`config.mk`:
```
export PLATFORM = sky130hd
export DESIGN_NAME = pcrb_bank
export DESIGN_NICKNAME = d
export VERILOG_FILES = /design/src/pcrb_pkg.sv /design/src/pcrb_sync.sv /design/src/pcrb_bank.sv
export SDC_FILE = /design/constraint.sdc
export NUM_CORES = 1
export LEC_CHECK = 0
export ABC_CLOCK_PERIOD_IN_PS = 2700
export BUFFER_PORTS_ARGS = -buffer_cell sky130_fd_sc_hd__buf_2
export CAP_MARGIN = 20
export CORE_MARGIN = 2
export CORE_UTILIZATION = 54
export DETAILED_ROUTE_END_ITERATION = 7
export PLACE_DENSITY = 0.87
export SYNTH_ARGS = -nofsm -noshare
export SYNTH_HDL_FRONTEND = slang
export SYNTH_SLANG_ARGS = --single-unit
```
`constraint.sdc`:
```
create_clock -name clock -period 2.7 [get_ports clock]
set_input_delay 0.405 -clock clock [delete_from_list [all_inputs] [get_ports clock]]
set_output_delay 0.405 -clock clock [all_outputs]
set_load 0.005 [all_outputs]
```
`src/pcrb_pkg.sv`:
```
// constants, types and register map of the paged control register bank
package pcrb_pkg;

  // ****************************************************************
  // register offsets
  // ****************************************************************
  localparam logic [7:0] SHARED_STATUS_SELECT_OFFSET = 8'h0C;
  localparam logic [7:0] SHARED_INIT_CONTROL_OFFSET = 8'hE2;
  localparam logic [7:0] REVISION_CODE_OFFSET = 8'hF0;
  localparam logic [7:0] PART_IDENTIFIER_OFFSET = 8'hF1;
  localparam logic [7:0] PAGE_AND_PIN_CONTROL_OFFSET = 8'hFF;
  localparam logic [7:0] RECOVERY_PAGE_RESET_OFFSET = 8'h00;
  localparam logic [7:0] SIGNAL_LOSS_STATUS_OFFSET = 8'h01;
  localparam logic [7:0] RECOVERY_LOOP_STATUS_OFFSET = 8'h02;
  localparam logic [7:0] MANUAL_BOOST_CONTROL_OFFSET = 8'h03;
  localparam logic [7:0] RESERVED_FOUR_OFFSET = 8'h04;
  localparam logic [7:0] RESERVED_FIVE_OFFSET = 8'h05;
  localparam logic [7:0] BOOST_OVERRIDE_OFFSET = 8'h2D;
  localparam logic [7:0] APPLIED_BOOST_OFFSET = 8'h52;
  localparam logic [7:0] EVENT_MASK_OFFSET = 8'h56;

  // ****************************************************************
  // reset values
  // ****************************************************************
  localparam logic [7:0] SHARED_STATUS_SELECT_RESET = 8'h08;
  localparam logic [7:0] SHARED_INIT_CONTROL_RESET = 8'h10;
  localparam logic [7:0] PAGE_AND_PIN_CONTROL_RESET = 8'h00;
  localparam logic [7:0] RECOVERY_PAGE_RESET_RESET = 8'h00;
  localparam logic [7:0] SIGNAL_LOSS_STATUS_RESET = 8'h03;
  localparam logic [7:0] RECOVERY_LOOP_STATUS_RESET = 8'h41;
  localparam logic [7:0] MANUAL_BOOST_CONTROL_RESET = 8'h80;
  localparam logic [7:0] RESERVED_FOUR_RESET = 8'h00;
  localparam logic [7:0] RESERVED_FIVE_RESET = 8'h00;
  localparam logic [7:0] BOOST_OVERRIDE_RESET = 8'h00;
  localparam logic [7:0] EVENT_MASK_RESET = 8'h00;

  // ****************************************************************
  // field positions
  // ****************************************************************
  localparam int INIT_TRIGGER_BIT = 0;
  localparam int INIT_DONE_BIT = 4;
  localparam int PIN_SELECT_LSB = 4;
  localparam int PAGE_ENABLE_BIT = 2;
  localparam int PAGE_SELECT_LSB = 0;
  localparam int PAGE_CLEAR_BIT = 2;
  localparam int LOSS_FLAG_BIT = 1;
  localparam int STATUS_SELECT_LSB = 4;
  localparam int OVERRIDE_BIT = 3;
  localparam int STAGE0_LSB = 6;
  localparam int STAGE1_LSB = 4;
  localparam int STAGE2_LSB = 2;
  localparam int STAGE3_LSB = 0;
  localparam int EVENT_COUNT = 7;

  // ****************************************************************
  // codes
  // ****************************************************************
  localparam logic [1:0] PAGE_CODE_RECOVERY = 2'h0;
  localparam logic [1:0] PAGE_CODE_DRIVER = 2'h1;

  typedef enum logic [1:0] {
    PIN_LOCK = 2'b00,
    PIN_RESERVED = 2'b01,
    PIN_LOSS = 2'b10,
    PIN_EVENTS = 2'b11
  } pcrb_pin_mode_type;

  typedef enum logic [1:0] {
    TARGET_SHARED = 2'b00,
    TARGET_RECOVERY = 2'b01,
    TARGET_DRIVER = 2'b10,
    TARGET_NONE = 2'b11
  } pcrb_target_type;

  typedef enum logic [1:0] {
    INIT_IDLE = 2'b00,
    INIT_LOAD = 2'b01
  } pcrb_init_state_type;

  // ****************************************************************
  // timing
  // ****************************************************************
  localparam int CLOCK_PERIOD_NS = 10;
  localparam int INIT_LOAD_TIME_NS = 160;
  localparam int INIT_LOAD_CYCLES =
    (INIT_LOAD_TIME_NS + CLOCK_PERIOD_NS - 1) / CLOCK_PERIOD_NS;

  // ****************************************************************
  // host access carrier
  // ****************************************************************
  typedef struct packed {
    logic write;
    logic read;
    logic [7:0] address;
    logic [7:0] write_data;
  } pcrb_access_type;

endpackage : pcrb_pkg

```
`src/pcrb_sync.sv`:
```
// three-stage input synchroniser with agreement filter
`timescale 1ns/10ps
`default_nettype none

module pcrb_sync #(
  parameter int WIDTH = 1,
  parameter logic [WIDTH-1:0] RESET_VALUE = '0
) (
  input wire logic clock,
  input wire logic rst_n,
  input wire logic [WIDTH-1:0] async_in,
  output logic [WIDTH-1:0] sync_out
);

  logic [WIDTH-1:0] stage1;
  logic [WIDTH-1:0] stage2;
  logic [WIDTH-1:0] stage3;

  always_ff @(posedge clock) begin
    if (!rst_n) begin
      stage1 <= RESET_VALUE;
      stage2 <= RESET_VALUE;
      stage3 <= RESET_VALUE;
    end else begin
      stage1 <= async_in;
      stage2 <= stage1;
      stage3 <= stage2;
    end
  end

  // a bit changes only once the second and third stages agree
  always_ff @(posedge clock) begin
    if (!rst_n) begin
      sync_out <= RESET_VALUE;
    end else begin
      for (int i = 0; i < WIDTH; i++) begin
        if (stage2[i] == stage3[i]) begin
          sync_out[i] <= stage3[i];
        end
      end
    end
  end

endmodule : pcrb_sync

`default_nettype wire

```
`src/pcrb_bank.sv`:
```
// paged configuration and status register bank of the reclocking receiver
//
// How it works
// init-done flag, bit 4 at 0xE2, reads 0 while loading, 1 after.
// writing 1 to bit 0 at 0xE2 starts the settings load sequence.
// read-only part identifier at 0xF1, with read-only revision at 0xF0.
// pin select bits 5:4 pick lock, reserved, input loss, or masked events.
// window enable bit 2 at 0xFF off: shared page; on: pointer page.
// pointer 00 selects recovery page, 01 driver page; others invalid.
// bit 2 at recovery 0x00 clears that page to defaults, then self-clears.
// host re-initialises the recovery page after clearing it.
// bit 1 of loss status reads 1 while first input signal is lost.
// recovery status byte content picked by shared status select field.
// manual boost stages apply only while override bit 0x2D[3] is set.
// boost register holds stage 0..3 controls at 7:6, 5:4, 3:2, 1:0.
// applied equalizer boost is readable at recovery page 0x52.
// after reset host accesses go to the shared page.
// registers are 8 bits at 8-bit offsets; reserved bits just store. Here 0xE2 bits 7:5 are not stored and read 0.
`timescale 1ns/10ps
`default_nettype none

module pcrb_bank #(
  // arbitrary neutral identification values
  parameter logic [7:0] REVISION_VALUE = 8'h5A,
  parameter logic [7:0] IDENTIFIER_VALUE = 8'hA5,
  parameter int INIT_CYCLES = pcrb_pkg::INIT_LOAD_CYCLES
) (
  input wire logic clock,
  input wire logic rst_n,
  input wire pcrb_pkg::pcrb_access_type host_access,
  output logic [7:0] read_data,
  output logic read_valid,
  input wire logic recovery_lock,
  input wire logic first_input_loss,
  input wire logic [15:0][7:0] status_sources,
  input wire logic [7:0] adaptive_boost,
  input wire logic [pcrb_pkg::EVENT_COUNT-1:0] event_sources,
  output logic lock_n,
  output logic [7:0] applied_boost,
  output logic init_busy
);

  import pcrb_pkg::*;

  localparam int COUNT_WIDTH = $clog2(INIT_CYCLES + 1);
  localparam logic [COUNT_WIDTH-1:0] COUNT_LAST =
    COUNT_WIDTH'(INIT_CYCLES - 1);

  // ****************************************************************
  // functions
  // ****************************************************************
  // 0xFF stays reachable from every page so the host can always leave it
  function automatic pcrb_target_type target_of(
    input logic [7:0] address,
    input logic [7:0] page_control
  );
    pcrb_target_type result;
    result = TARGET_SHARED;
    if (address != PAGE_AND_PIN_CONTROL_OFFSET &&
        page_control[PAGE_ENABLE_BIT]) begin
      unique case (page_control[PAGE_SELECT_LSB +: 2])
        PAGE_CODE_RECOVERY: result = TARGET_RECOVERY;
        PAGE_CODE_DRIVER: result = TARGET_DRIVER;
        default: result = TARGET_NONE;
      endcase
    end
    return result;
  endfunction : target_of

  function automatic logic [7:0] boost_in_use(
    input logic override_on,
    input logic [7:0] manual,
    input logic [7:0] adaptive
  );
    logic [7:0] result;
    result = adaptive;
    if (override_on) begin
      result = {manual[STAGE0_LSB +: 2], manual[STAGE1_LSB +: 2],
                manual[STAGE2_LSB +: 2], manual[STAGE3_LSB +: 2]};
    end
    return result;
  endfunction : boost_in_use

  // ****************************************************************
  // input synchronisation
  // ****************************************************************
  logic lock_synced;
  logic loss_synced;
  logic [EVENT_COUNT-1:0] events_synced;

  pcrb_sync #(
    .WIDTH(EVENT_COUNT + 2),
    .RESET_VALUE({{EVENT_COUNT{1'b0}}, 1'b0, 1'b1})
  ) input_sync (
    .clock(clock),
    .rst_n(rst_n),
    .async_in({event_sources, recovery_lock, first_input_loss}),
    .sync_out({events_synced, lock_synced, loss_synced})
  );

  // ****************************************************************
  // access decode
  // ****************************************************************
  logic [7:0] page_and_pin_control;
  pcrb_target_type target;
  logic shared_write;
  logic recovery_write;

  assign target = target_of(host_access.address, page_and_pin_control);
  assign shared_write = host_access.write && target == TARGET_SHARED;
  assign recovery_write = host_access.write && target == TARGET_RECOVERY;

  function automatic logic hit(
    input logic strobe,
    input logic [7:0] address,
    input logic [7:0] offset
  );
    return strobe && address == offset;
  endfunction : hit

  // ****************************************************************
  // shared page registers
  // ****************************************************************
  logic [7:0] shared_status_select;
  logic [3:1] init_reserved;
  logic init_trigger;
  logic init_finish;

  always_ff @(posedge clock) begin
    if (!rst_n) begin
      page_and_pin_control <= PAGE_AND_PIN_CONTROL_RESET;
    end else if (hit(shared_write, host_access.address,
                     PAGE_AND_PIN_CONTROL_OFFSET)) begin
      page_and_pin_control <= host_access.write_data;
    end
  end

  always_ff @(posedge clock) begin
    if (!rst_n) begin
      shared_status_select <= SHARED_STATUS_SELECT_RESET;
    end else if (hit(shared_write, host_access.address,
                     SHARED_STATUS_SELECT_OFFSET)) begin
      shared_status_select <= host_access.write_data;
    end
  end

  always_ff @(posedge clock) begin
    if (!rst_n) begin
      init_reserved <= SHARED_INIT_CONTROL_RESET[3:1];
    end else if (hit(shared_write, host_access.address,
                     SHARED_INIT_CONTROL_OFFSET)) begin
      init_reserved <= host_access.write_data[3:1];
    end
  end

  // trigger bit stays set while loading, then clears itself
  always_ff @(posedge clock) begin
    if (!rst_n) begin
      init_trigger <= SHARED_INIT_CONTROL_RESET[INIT_TRIGGER_BIT];
    end else if (init_finish) begin
      init_trigger <= 1'b0;
    end else if (hit(shared_write, host_access.address,
                     SHARED_INIT_CONTROL_OFFSET) &&
                 host_access.write_data[INIT_TRIGGER_BIT]) begin
      init_trigger <= 1'b1;
    end
  end

  // ****************************************************************
  // settings load sequence
  // ****************************************************************
  pcrb_init_state_type init_state;
  logic [COUNT_WIDTH-1:0] init_count;
  logic init_start;

  assign init_start = init_state == INIT_IDLE &&
                      hit(shared_write, host_access.address,
                          SHARED_INIT_CONTROL_OFFSET) &&
                      host_access.write_data[INIT_TRIGGER_BIT];
  assign init_finish = init_state == INIT_LOAD && init_count == '0;

  always_ff @(posedge clock) begin
    if (!rst_n) begin
      init_state <= INIT_IDLE;
      init_count <= '0;
    end else begin
      unique case (init_state)
        INIT_IDLE: begin
          if (init_start) begin
            init_state <= INIT_LOAD;
            init_count <= COUNT_LAST;
          end
        end
        INIT_LOAD: begin
          if (init_count == '0) begin
            init_state <= INIT_IDLE;
          end else begin
            init_count <= init_count - 1'b1;
          end
        end
        default: begin
          init_state <= INIT_IDLE;
        end
      endcase
    end
  end

  assign init_busy = init_state == INIT_LOAD;

  // ****************************************************************
  // recovery page registers
  // ****************************************************************
  logic [7:0] recovery_page_reset;
  logic [7:2] loss_reserved;
  logic [7:0] manual_boost_control;
  logic [7:0] reserved_four;
  logic [7:0] reserved_five;
  logic [7:0] boost_override;
  logic [7:0] event_mask;
  logic recovery_page_clear;

  // a set clear bit restores the page one cycle later, itself included
  assign recovery_page_clear = recovery_page_reset[PAGE_CLEAR_BIT] ||
                               init_finish;

  always_ff @(posedge clock) begin
    if (!rst_n || recovery_page_clear) begin
      recovery_page_reset <= RECOVERY_PAGE_RESET_RESET;
      loss_reserved <= SIGNAL_LOSS_STATUS_RESET[7:2];
      manual_boost_control <= MANUAL_BOOST_CONTROL_RESET;
      reserved_four <= RESERVED_FOUR_RESET;
      reserved_five <= RESERVED_FIVE_RESET;
      boost_override <= BOOST_OVERRIDE_RESET;
      event_mask <= EVENT_MASK_RESET;
    end else if (recovery_write) begin
      unique case (host_access.address)
        RECOVERY_PAGE_RESET_OFFSET: begin
          recovery_page_reset <= host_access.write_data;
        end
        SIGNAL_LOSS_STATUS_OFFSET: begin
          loss_reserved <= host_access.write_data[7:2];
        end
        MANUAL_BOOST_CONTROL_OFFSET: begin
          manual_boost_control <= host_access.write_data;
        end
        RESERVED_FOUR_OFFSET: begin
          reserved_four <= host_access.write_data;
        end
        RESERVED_FIVE_OFFSET: begin
          reserved_five <= host_access.write_data;
        end
        BOOST_OVERRIDE_OFFSET: begin
          boost_override <= host_access.write_data;
        end
        EVENT_MASK_OFFSET: begin
          event_mask <= host_access.write_data;
        end
        default: begin
        end
      endcase
    end
  end

  // ****************************************************************
  // applied boost and status views
  // ****************************************************************
  logic [7:0] next_applied_boost;
  logic [7:0] recovery_status;

  assign next_applied_boost = boost_in_use(boost_override[OVERRIDE_BIT],
                                           manual_boost_control,
                                           adaptive_boost);

  always_ff @(posedge clock) begin
    if (!rst_n) begin
      applied_boost <= '0;
      recovery_status <= RECOVERY_LOOP_STATUS_RESET;
    end else begin
      applied_boost <= next_applied_boost;
      recovery_status <=
        status_sources[shared_status_select[STATUS_SELECT_LSB +: 4]];
    end
  end

  // ****************************************************************
  // lock indicator pin
  // ****************************************************************
  pcrb_pin_mode_type pin_mode;
  logic next_lock_n;

  assign pin_mode =
    pcrb_pin_mode_type'(page_and_pin_control[PIN_SELECT_LSB +: 2]);

  always_comb begin
    next_lock_n = 1'b1;
    unique case (pin_mode)
      PIN_LOCK: next_lock_n = !lock_synced;
      PIN_RESERVED: next_lock_n = 1'b1;
      PIN_LOSS: next_lock_n = !loss_synced;
      PIN_EVENTS: begin
        next_lock_n = ~|(events_synced & event_mask[EVENT_COUNT-1:0]);
      end
    endcase
  end

  always_ff @(posedge clock) begin
    if (!rst_n) begin
      lock_n <= 1'b1;
    end else begin
      lock_n <= next_lock_n;
    end
  end

  // ****************************************************************
  // read path
  // ****************************************************************
  logic [7:0] next_read_data;

  always_comb begin
    next_read_data = 8'h00;
    unique case (target)
      TARGET_SHARED: begin
        unique case (host_access.address)
          SHARED_STATUS_SELECT_OFFSET: next_read_data = shared_status_select;
          SHARED_INIT_CONTROL_OFFSET: begin
            next_read_data = {3'h0, !init_busy, init_reserved,
                              init_trigger};
          end
          REVISION_CODE_OFFSET: next_read_data = REVISION_VALUE;
          PART_IDENTIFIER_OFFSET: next_read_data = IDENTIFIER_VALUE;
          PAGE_AND_PIN_CONTROL_OFFSET: next_read_data = page_and_pin_control;
          default: next_read_data = 8'h00;
        endcase
      end
      TARGET_RECOVERY: begin
        unique case (host_access.address)
          RECOVERY_PAGE_RESET_OFFSET: next_read_data = recovery_page_reset;
          SIGNAL_LOSS_STATUS_OFFSET: begin
            next_read_data = {loss_reserved, loss_synced,
                              SIGNAL_LOSS_STATUS_RESET[0]};
          end
          RECOVERY_LOOP_STATUS_OFFSET: next_read_data = recovery_status;
          MANUAL_BOOST_CONTROL_OFFSET: next_read_data = manual_boost_control;
          RESERVED_FOUR_OFFSET: next_read_data = reserved_four;
          RESERVED_FIVE_OFFSET: next_read_data = reserved_five;
          BOOST_OVERRIDE_OFFSET: next_read_data = boost_override;
          APPLIED_BOOST_OFFSET: next_read_data = applied_boost;
          EVENT_MASK_OFFSET: next_read_data = event_mask;
          default: next_read_data = 8'h00;
        endcase
      end
      TARGET_DRIVER: next_read_data = 8'h00;
      TARGET_NONE: next_read_data = 8'h00;
    endcase
  end

  always_ff @(posedge clock) begin
    if (!rst_n) begin
      read_data <= 8'h00;
      read_valid <= 1'b0;
    end else begin
      read_valid <= host_access.read;
      if (host_access.read) begin
        read_data <= next_read_data;
      end
    end
  end

endmodule : pcrb_bank

`default_nettype wire

```
# After elaboration in Yosys (flattened, before gate mapping)
# Index checks and enable logic that the tools add are counted.
[op_classes]
n_addsub = 1
multipliers = 0
div = 0
order_cmp = 1
n_eq_ne = 34
shifts = 0
n_mux = 15
bitwise_logic = 2
n_reduce_logical = 36
[ops]
columns = ["op", "count"]
rows = [
  ["case mux 8 bit (9 select lines)", 1],
  ["case mux 8 bit (5 select lines)", 1],
  ["binary-select mux 8 bit (select 4 bit)", 1],
  ["equality test 8 bit (second input constant)", 4],
  ["case mux 8 bit (3 select lines)", 1],
  ["equality test 8 x 2 -> 1 bit (second input constant)", 2],
  ["equality test 8 x 3 -> 1 bit (second input constant)", 2],
  ["equality test 8 x 7 -> 1 bit (second input constant)", 2],
  ["2-to-1 mux 8 bit", 2],
  ["AND reduction 2 bit", 8],
  ["logical AND 1 bit", 10],
  ["2-to-1 mux 5 bit", 2],
  ["case mux 5 bit (2 select lines)", 1],
  ["equality test 1 bit", 9],
  ["equality test 2 x 1 -> 1 bit (second input constant)", 4],
  ["equality test 2 bit (second input constant)", 4],
  ["equality test 8 x 1 -> 1 bit (second input constant)", 1],
  ["equality test 8 x 4 -> 1 bit (second input constant)", 1],
  ["equality test 8 x 6 -> 1 bit (second input constant)", 1],
  ["logical NOT 2 bit", 4],
  ["logical NOT 8 bit", 1],
  ["inequality test 8 bit (second input constant)", 1],
  ["case mux 2 bit (2 select lines)", 2],
  ["bitwise AND 7 bit", 1],
  ["other kinds (14)", 23],
]
[totals]
ff_bits = 143
latchBits = 0
mem_bits_rw = 0
mem_bits_ro = 0
out_inout_bits = 19
n_memories = 0

# Logic depth before layout (Yosys ltp)
# Gate-level depths: netlist of run 1.
[logic_depth]
word_depth = 10
ltp_mapped = 8
depth_no_buf = 7

# By module
# A second synthesis of run 1 with hierarchy kept.
[hier_totals]
hier_cells = 713
hier_area_um2 = 7220.7
[modules_own_cells]
columns = ["module", "instances", "cells_each", "area_per_inst_um2"]
rows = [
  ["pcrb_bank", 1, 620, 6149.6],
  ["pcrb_sync", 1, 93, 1071.0],
]

# Worst setup path after synthesis of run 1
# Ideal clock, no wire load.
[synth_path]
path_type = "input -> register"
start = "input host_access[15] (netlist name)"
end = "register read_data[5]"
arrival_time_ns = 2.041
t_required_ns = 2.626
path_slack_ns = 0.585
cell_stages = 7
path_buffers = 2
cell_sequence = "buf_6 -> or4_4 -> or3_1 -> buf_6 -> a41oi_4 -> o41ai_1 -> a31oi_1"
[synth_via]
elab_chain_len = 6
elab_cells_between_ends = 25
cone_classes = "eq/ne: 17; mux: 4; reduce/logical: 4"
[synth_rtl]
columns = ["item", "line_no", "source"]
rows = [
  ["start, declared", "pcrb_bank.sv:30", "input wire pcrb_pkg::pcrb_access_type host_access,"],
  ["inequality test 8 bit", "pcrb_bank.sv:59", "if (address != PAGE_AND_PIN_CONTROL_OFFSET &&"],
  ["logical AND 1 bit", "pcrb_bank.sv:59", ""],
  ["2-to-1 mux 2 bit", "pcrb_bank.sv:59", ""],
  ["equality test 2 bit", "pcrb_bank.sv:321", "unique case (target)"],
  ["OR reduction 2 bit (no source line)", "n/a", ""],
  ["case mux 8 bit (3 select lines) *", "pcrb_bank.sv:321", ""],
  ["end signal, assigned", "pcrb_bank.sv:364", "read_data <= next_read_data;"],
  ["end, declared", "pcrb_bank.sv:31", "output logic [7:0] read_data,"],
]
# Mark *: on every way between the ends. The rest lies on a longest branch, timed or not.
# A chain may end at the register's enable or synchronous reset.

# Worst setup path after layout of run 1
[layout_path]
start = "input host_access[13] (netlist name)"
end = "register read_data[1]"
# Same word-level chain as after synthesis.

==> impl_metrics.yaml, run 1 <==
yosys:
  synth-simple-area-share: 0.201
  syn_inst: 720
  synth_top_area_frac: 0.391
  synth_top_area_cell: "dfxtp_1"
  synth-seq-area-share: 0.391
  ys_top_cells_by_area: "dfxtp_1, mux4_2, mux2i_1"
  ys_ff_latch: 142
  synth_warnings: 0
  synth-adder-area-share: 0.00345
  syn_avg_cell_area_um2: 10.1
  syn-cell-area_um2: 7260
  synthXorXnorAreaFrac: 0.00241
  postSynth.asyncResetShare: 0
  ys_types: 66
  ys.flop_type: "dfxtp_1"
  synth_top_family_by_area: "multiplexers"
  synth_edf_count: 0
  synthMuxAreaShare: 0.248
  synth_compound_area_frac: 0.116
  syn-num-nets: 887
worst_hold_path:
  hp-class: "primary input to flip-flop"
cts:
  cts_sinks: 142
  cts_resized: 0
  cts_root_buf: "clkbuf_16"
  cts_tree: "yes"
  hold_buffers: 0
  post_cts_buffers: 0
  clkSlewWorstSetupHoldPaths_ns: 0.06
  htree_levels: 4
  numCtsBuffers: 17
  cts_buffer_depth: 2
  clkLatencyLatePin_ns: 0.42
sta:
  worstMarginPinSlew_ns: 0.788
  setup_tns_ns: 0
  hold_viol_final: 0
  post-route-period-util: 0.785
  min_period_ns: 2.12
  max_freq_ghz: 0.472
  hold_ws_ns: 0.156
  rsz0062_at_grt: "no"
  maxSlewViolCount: 0
  setup_viol_count_final: 0
  skew_ns: 0.0100
  setup_ws_ns: 0.580
  slew_headroom: 0.473
placement:
  gp_congestion: 0.991
  dpl.hpwl_um: 16200
  pre_cts_ws_ns: 0.188
  dpl_cell_area_um2: 8390
  port_buffers: 183
worst_setup_path:
  worstPathArrival_ns: 2.46
  crit_required_ns: 3.04
  end_kind: "flip-flop"
  critPathKind: "primary input to flip-flop"
  worst-path-max-fanout: 13
  cp-start-kind: "primary input"
grt:
  grt_pass1_wl_um: 34000
  grt_pass1_vias: 6402
  track_usage: 0.312
  grt_max_degree: 56
  antenna_found_initial: 1
  grt-ovfl-total: 0
floorplanning:
  coreArea_um2: 13200
  io_pins: 184
  dieArea_um2: 14400
  start_util: 0.551
  rows: 42
  fp.dieH_um: 120
  die_w_um: 120
pwr:
  p_per_area_nw_per_um2: 540
  p_comb_frac: 0.083
  clkPwrFrac: 0.472
  p_sw_frac: 0.250
  vdd_drop_max_mv: 0.439
  leakage_uw: 0.00366
  seqPwrFrac: 0.445
  p_switching_uw: 1210
  power.internal_uw: 3630
layout:
  drive_above_1_share: 0.335
  final_cell_mix: "buf_2, dfxtp_1, mux2i_1"
  final_area_um2: 8980
  layout_commonest_cell: "buf_2"
  nNetsFinal: 1059
  area_delta_synth_final_pct: 23.6
detailed_routing:
  drt_first_pass_iters: 5
  vias_per_cell: 6.02
  num_vias: 6509
  drcViolationCount: 0
  ant_nets: 0
  finalWirelength_um: 21800
  drtIter0Drc: 775
  wire_per_inst_um: 20.2
flow_run:
  drv_cap: 0
run_status:
  status: "finished clean"
## synth_stat cells (all sizes together) (4+ instances only)
cell,instances
nand4,8
nor2,74
a31oi,12
mux2i,88
a21o,6
nand2,33
a22oi,4
a21oi,12
a21boi,17
dfxtp,142
mux4,40
o21bai,4
o31ai,7
nor3b,5
inv,6
and3,13
nand2b,8
and2,33
o21a,6
nand3,22
buf,19
clkbuf,40
nor4,5
o21ai,29
nor3,10
nor4b,6
nand3b,4
nor2b,22
## layer usage
layer / global-route usage / vias to the layer above / wire (µm)
li1: - / 2996 / -
met1: 0.380 / 3145 / 8670
met2: 0.543 / 318 / 10900
met3: 0.0580 / 50 / 1600
met4: 0.125 / 0 / 660
met5: 0 / - / 0
## stage by stage
stage | utilization | std cells | power (µW)
after floorplan | - | 720 | 2390
after global placement | 0.636 | 1049 | 2590
after detailed placement | 0.636 | 1049 | 2600
after CTS | 0.680 | 1081 | 4860
after global routing | 0.681 | 1082 | 4980
final | 0.681 | 1082 | 4840
## area by class of cell
class	instances	area [µm²]
Sequential cell	142	2840
Inverter	6	22.5
Tap cell	176	220
Timing Repair Buffer	212	1160
Antenna cell	1	2.50
Multi-Input combinational cell	513	4150
Fill cell	1019	4210
Clock inverter	14	150
Clock buffer	18	429
## registers in the layout (all words and copies together) (netlist names), 3 cells and up
register	count
input_sync.stage1	9
input_sync.stage3	9
input_sync.stage2	9
loss_reserved	6
event_mask	8
input_sync.sync_out	9
manual_boost_control	8
recovery_status	8
shared_status_select	8
boost_override	8
applied_boost	8
reserved_four	8
recovery_page_reset	8
read_data	8
page_and_pin_control	8
init_count	5
init_reserved	3
reserved_five	8
## power groups by stage
stage,Combinational (µW),Clock [µW],Sequential [µW]
after floorplan,200,0,2190
after global placement,391,0,2200
after detailed placement,399,0,2200
after CTS,400,2300,2150
after global routing,435,2390,2160
final,404,2280,2150
## worst max-delay path, cell delays in order
cell and delay (ns):
buf_2 0.18, or4_4 0.64, or3_1 0.52, a41oi_4 0.41, o31ai_1 0.13, a31oi_1 0.18
## path summary, 6_finish.rpt
kind | start | end | slack, ns | cells past startpoint
worst min register to register | input_sync.stage1[0]$_SDFF_PN1_ | input_sync.stage2[0]$_SDFF_PN1_ | 0.42 | 1
worst min-delay path | first_input_loss | input_sync.stage1[0]$_SDFF_PN1_ | 0.16 | 2
worst max register to register | shared_status_select[4]$_SDFFE_PN0P_ | recovery_status[1]$_SDFF_PN0_ | 0.73 | 4
worst max-delay path | host_access[13] | read_data[1]$_SDFFE_PN0P_ | 0.58 | 6
## cell families after synthesis
logic type                 Yosys count
buffers and inverters               65
and+or+nand+nor                    259
muxes                              130
xor gates and xnor gates             2
adders and majority gates            2
DFF                                142
AOI/OAI and AO/OA                  120
(Power assumes the default switching activity.)
==> run 2: changes to the inputs <==
ABC_CLOCK_PERIOD_IN_PS = 2000   (was 2700)
clock period = 2 ns   (was 2.7 ns; I/O delays follow)
==> run 2 against run 1 <==
Sequential share of layout area down 1.4 points. Clock-buffer cell count up 1. Global-route usage up 0.21 points. Die area unchanged. Highest routed layer unchanged. Clock skew down 0.0027 ns. Clock power up 46%. Power up 41%. Register-to-register slack worse by 0.66 ns.
==> impl_metrics.yaml, run 2 (synthesis results as in run 1) <==
placement:
  port_buffers: 183
  dpl.hpwl_um: 16800
  gp_congestion: 0.985
grt:
  grt_pass1_vias: 6465
  grt_pass1_wl_um: 34200
  grt_max_degree: 62
  antenna_found_initial: 3
  grt-ovfl-total: 0
  grtUsageMet1: 0.385
  use_met3: 0.0580
  grtUsageMet2: 0.523
  top_usage_layer: "met2"
  track_usage: 0.314
worst_setup_path:
  end_kind: "flip-flop"
  crit_required_ns: 2.32
  worst-path-max-fanout: 22
  reg2reg_depth: 4
  critPathKind: "flip-flop to flip-flop"
  cp-start-kind: "flip-flop"
  rrSetupSlack_ns: 0.07
  r2r_end: "recovery_status[1]$_SDFF_PN0_"
  worstPathArrival_ns: 2.25
  crit_path_start: "shared_status_select[4]$_SDFFE_PN0P_"
  timing.rr.start: "shared_status_select[4]$_SDFFE_PN0P_"
cts:
  numCtsBuffers: 17
  cts_sinks: 142
  cts_tree: "yes"
  clkSlewWorstSetupHoldPaths_ns: 0.06
  htree_levels: 4
  cts_root_buf: "clkbuf_16"
  cts_buffer_depth: 2
  clkLatencyLatePin_ns: 0.43
  post_cts_buffers: 0
detailed_routing:
  num_vias: 6616
  wire_per_inst_um: 20.1
  drtIter0Drc: 543
  drt_first_pass_iters: 5
  vias_per_cell: 5.93
  drcViolationCount: 0
  ant_nets: 0
  finalWirelength_um: 22400
run_status:
  status: "finished clean"
sta:
  skew_ns: 0.00736
  setup_viol_count_final: 0
  hold_viol_final: 0
  min_period_ns: 1.93
  worstMarginPinSlew_ns: 0.657
  hold_ws_ns: 0.0568
  maxSlewViolCount: 0
  rsz0062_at_grt: "no"
  post-route-period-util: 0.966
  max_freq_ghz: 0.517
  slew_headroom: 0.561
floorplanning:
  fp.dieH_um: 120
  io_pins: 184
  start_util: 0.551
  die_w_um: 120
  rows: 42
  dieArea_um2: 14400
  coreArea_um2: 13200
pwr:
  vdd_drop_max_mv: 0.621
  total_power_uw: 6820
  leakage_uw: 0.00387
  p_per_area_nw_per_um2: 726
layout:
  layout_commonest_cell: "buf_2"
  final_cell_mix: "buf_2, dfxtp_1, mux2i_1"
  drive_above_1_share: 0.359
  nNetsFinal: 1091
  area_delta_synth_final_pct: 29.4
worst_hold_path:
  hp-start: "first_input_loss"
  hp-class: "primary input to flip-flop"
  worstHoldPathCells: 2
  min_to: "input_sync.stage1[0]$_SDFF_PN1_"
flow_run:
  drv_cap: 0
-- run 2: metrics by stage --
stage	instance area, µm²	TNS [ns]	utilization	instances	worst slack, ns
after floorplan	7270	0	-	720	0.00440
after global placement	8760	-1.12	0.664	1081	-0.141
after detailed placement	8760	-1.58	0.664	1081	-0.146
after CTS	9390	0	0.712	1113	0.0482
after global routing	9400	0	0.713	1115	0.0126
final	9400	0	0.713	1115	0.0676
-- run 2: per-layer routing --
| layer | routed length, µm | up-vias | share of wire |
|---|---|---|---|
| met5 | 0 | - | 0 |
| met4 | 977 | 0 | 0.044 |
| met3 | 1640 | 64 | 0.073 |
| met2 | 11000 | 318 | 0.49 |
| met1 | 8730 | 3175 | 0.39 |
| li1 | - | 3059 | - |
-- run 2: layout make-up --
| class | instances | area [µm²] |
|---|---|---|
| Antenna cell | 2 | 5.00 |
| Inverter | 6 | 22.5 |
| Multi-Input combinational cell | 513 | 4150 |
| Clock buffer | 19 | 453 |
| Tap cell | 176 | 220 |
| Sequential cell | 142 | 2840 |
| Clock inverter | 13 | 178 |
| Fill cell | 990 | 3790 |
| Timing Repair Buffer | 244 | 1530 |
-- run 2: worst max path at each step --
stage,end,slack [ns],depth (start not counted)
after global routing,recovery_status[1]$_SDFF_PN0_,0.01,4
after global placement,read_data[5]$_SDFFE_PN0P_,-0.14,6
final,recovery_status[1]$_SDFF_PN0_,0.07,4
after floorplan,manual_boost_control[0]$_SDFFE_PP0P_,0.004,7
after detailed placement,read_data[7]$_SDFFE_PN0P_,-0.15,6
after CTS,recovery_status[6]$_SDFF_PN1_,0.05,4
-- run 2: power breakdown --
part | switching, µW | total (µW) | leakage, µW | internal, µW
Combinational | 288 | 583 | 0.00241 | 295
Clock | 1280 | 3330 | 0.000303 | 2050
Sequential | 28.7 | 2910 | 0.00116 | 2880
-- run 2: timing repair --
item	in CTS	in global routing
resized for setup	0	1
hold buffers	0	0
setup endpoints to repair	0	1
-- run 2: worst max-delay path: stages (launching register included) --
cell	delay (ns)
dfxtp_2	0.40
buf_12	0.22
mux4_2	0.57
mux4_2	0.46
and2_1	0.16
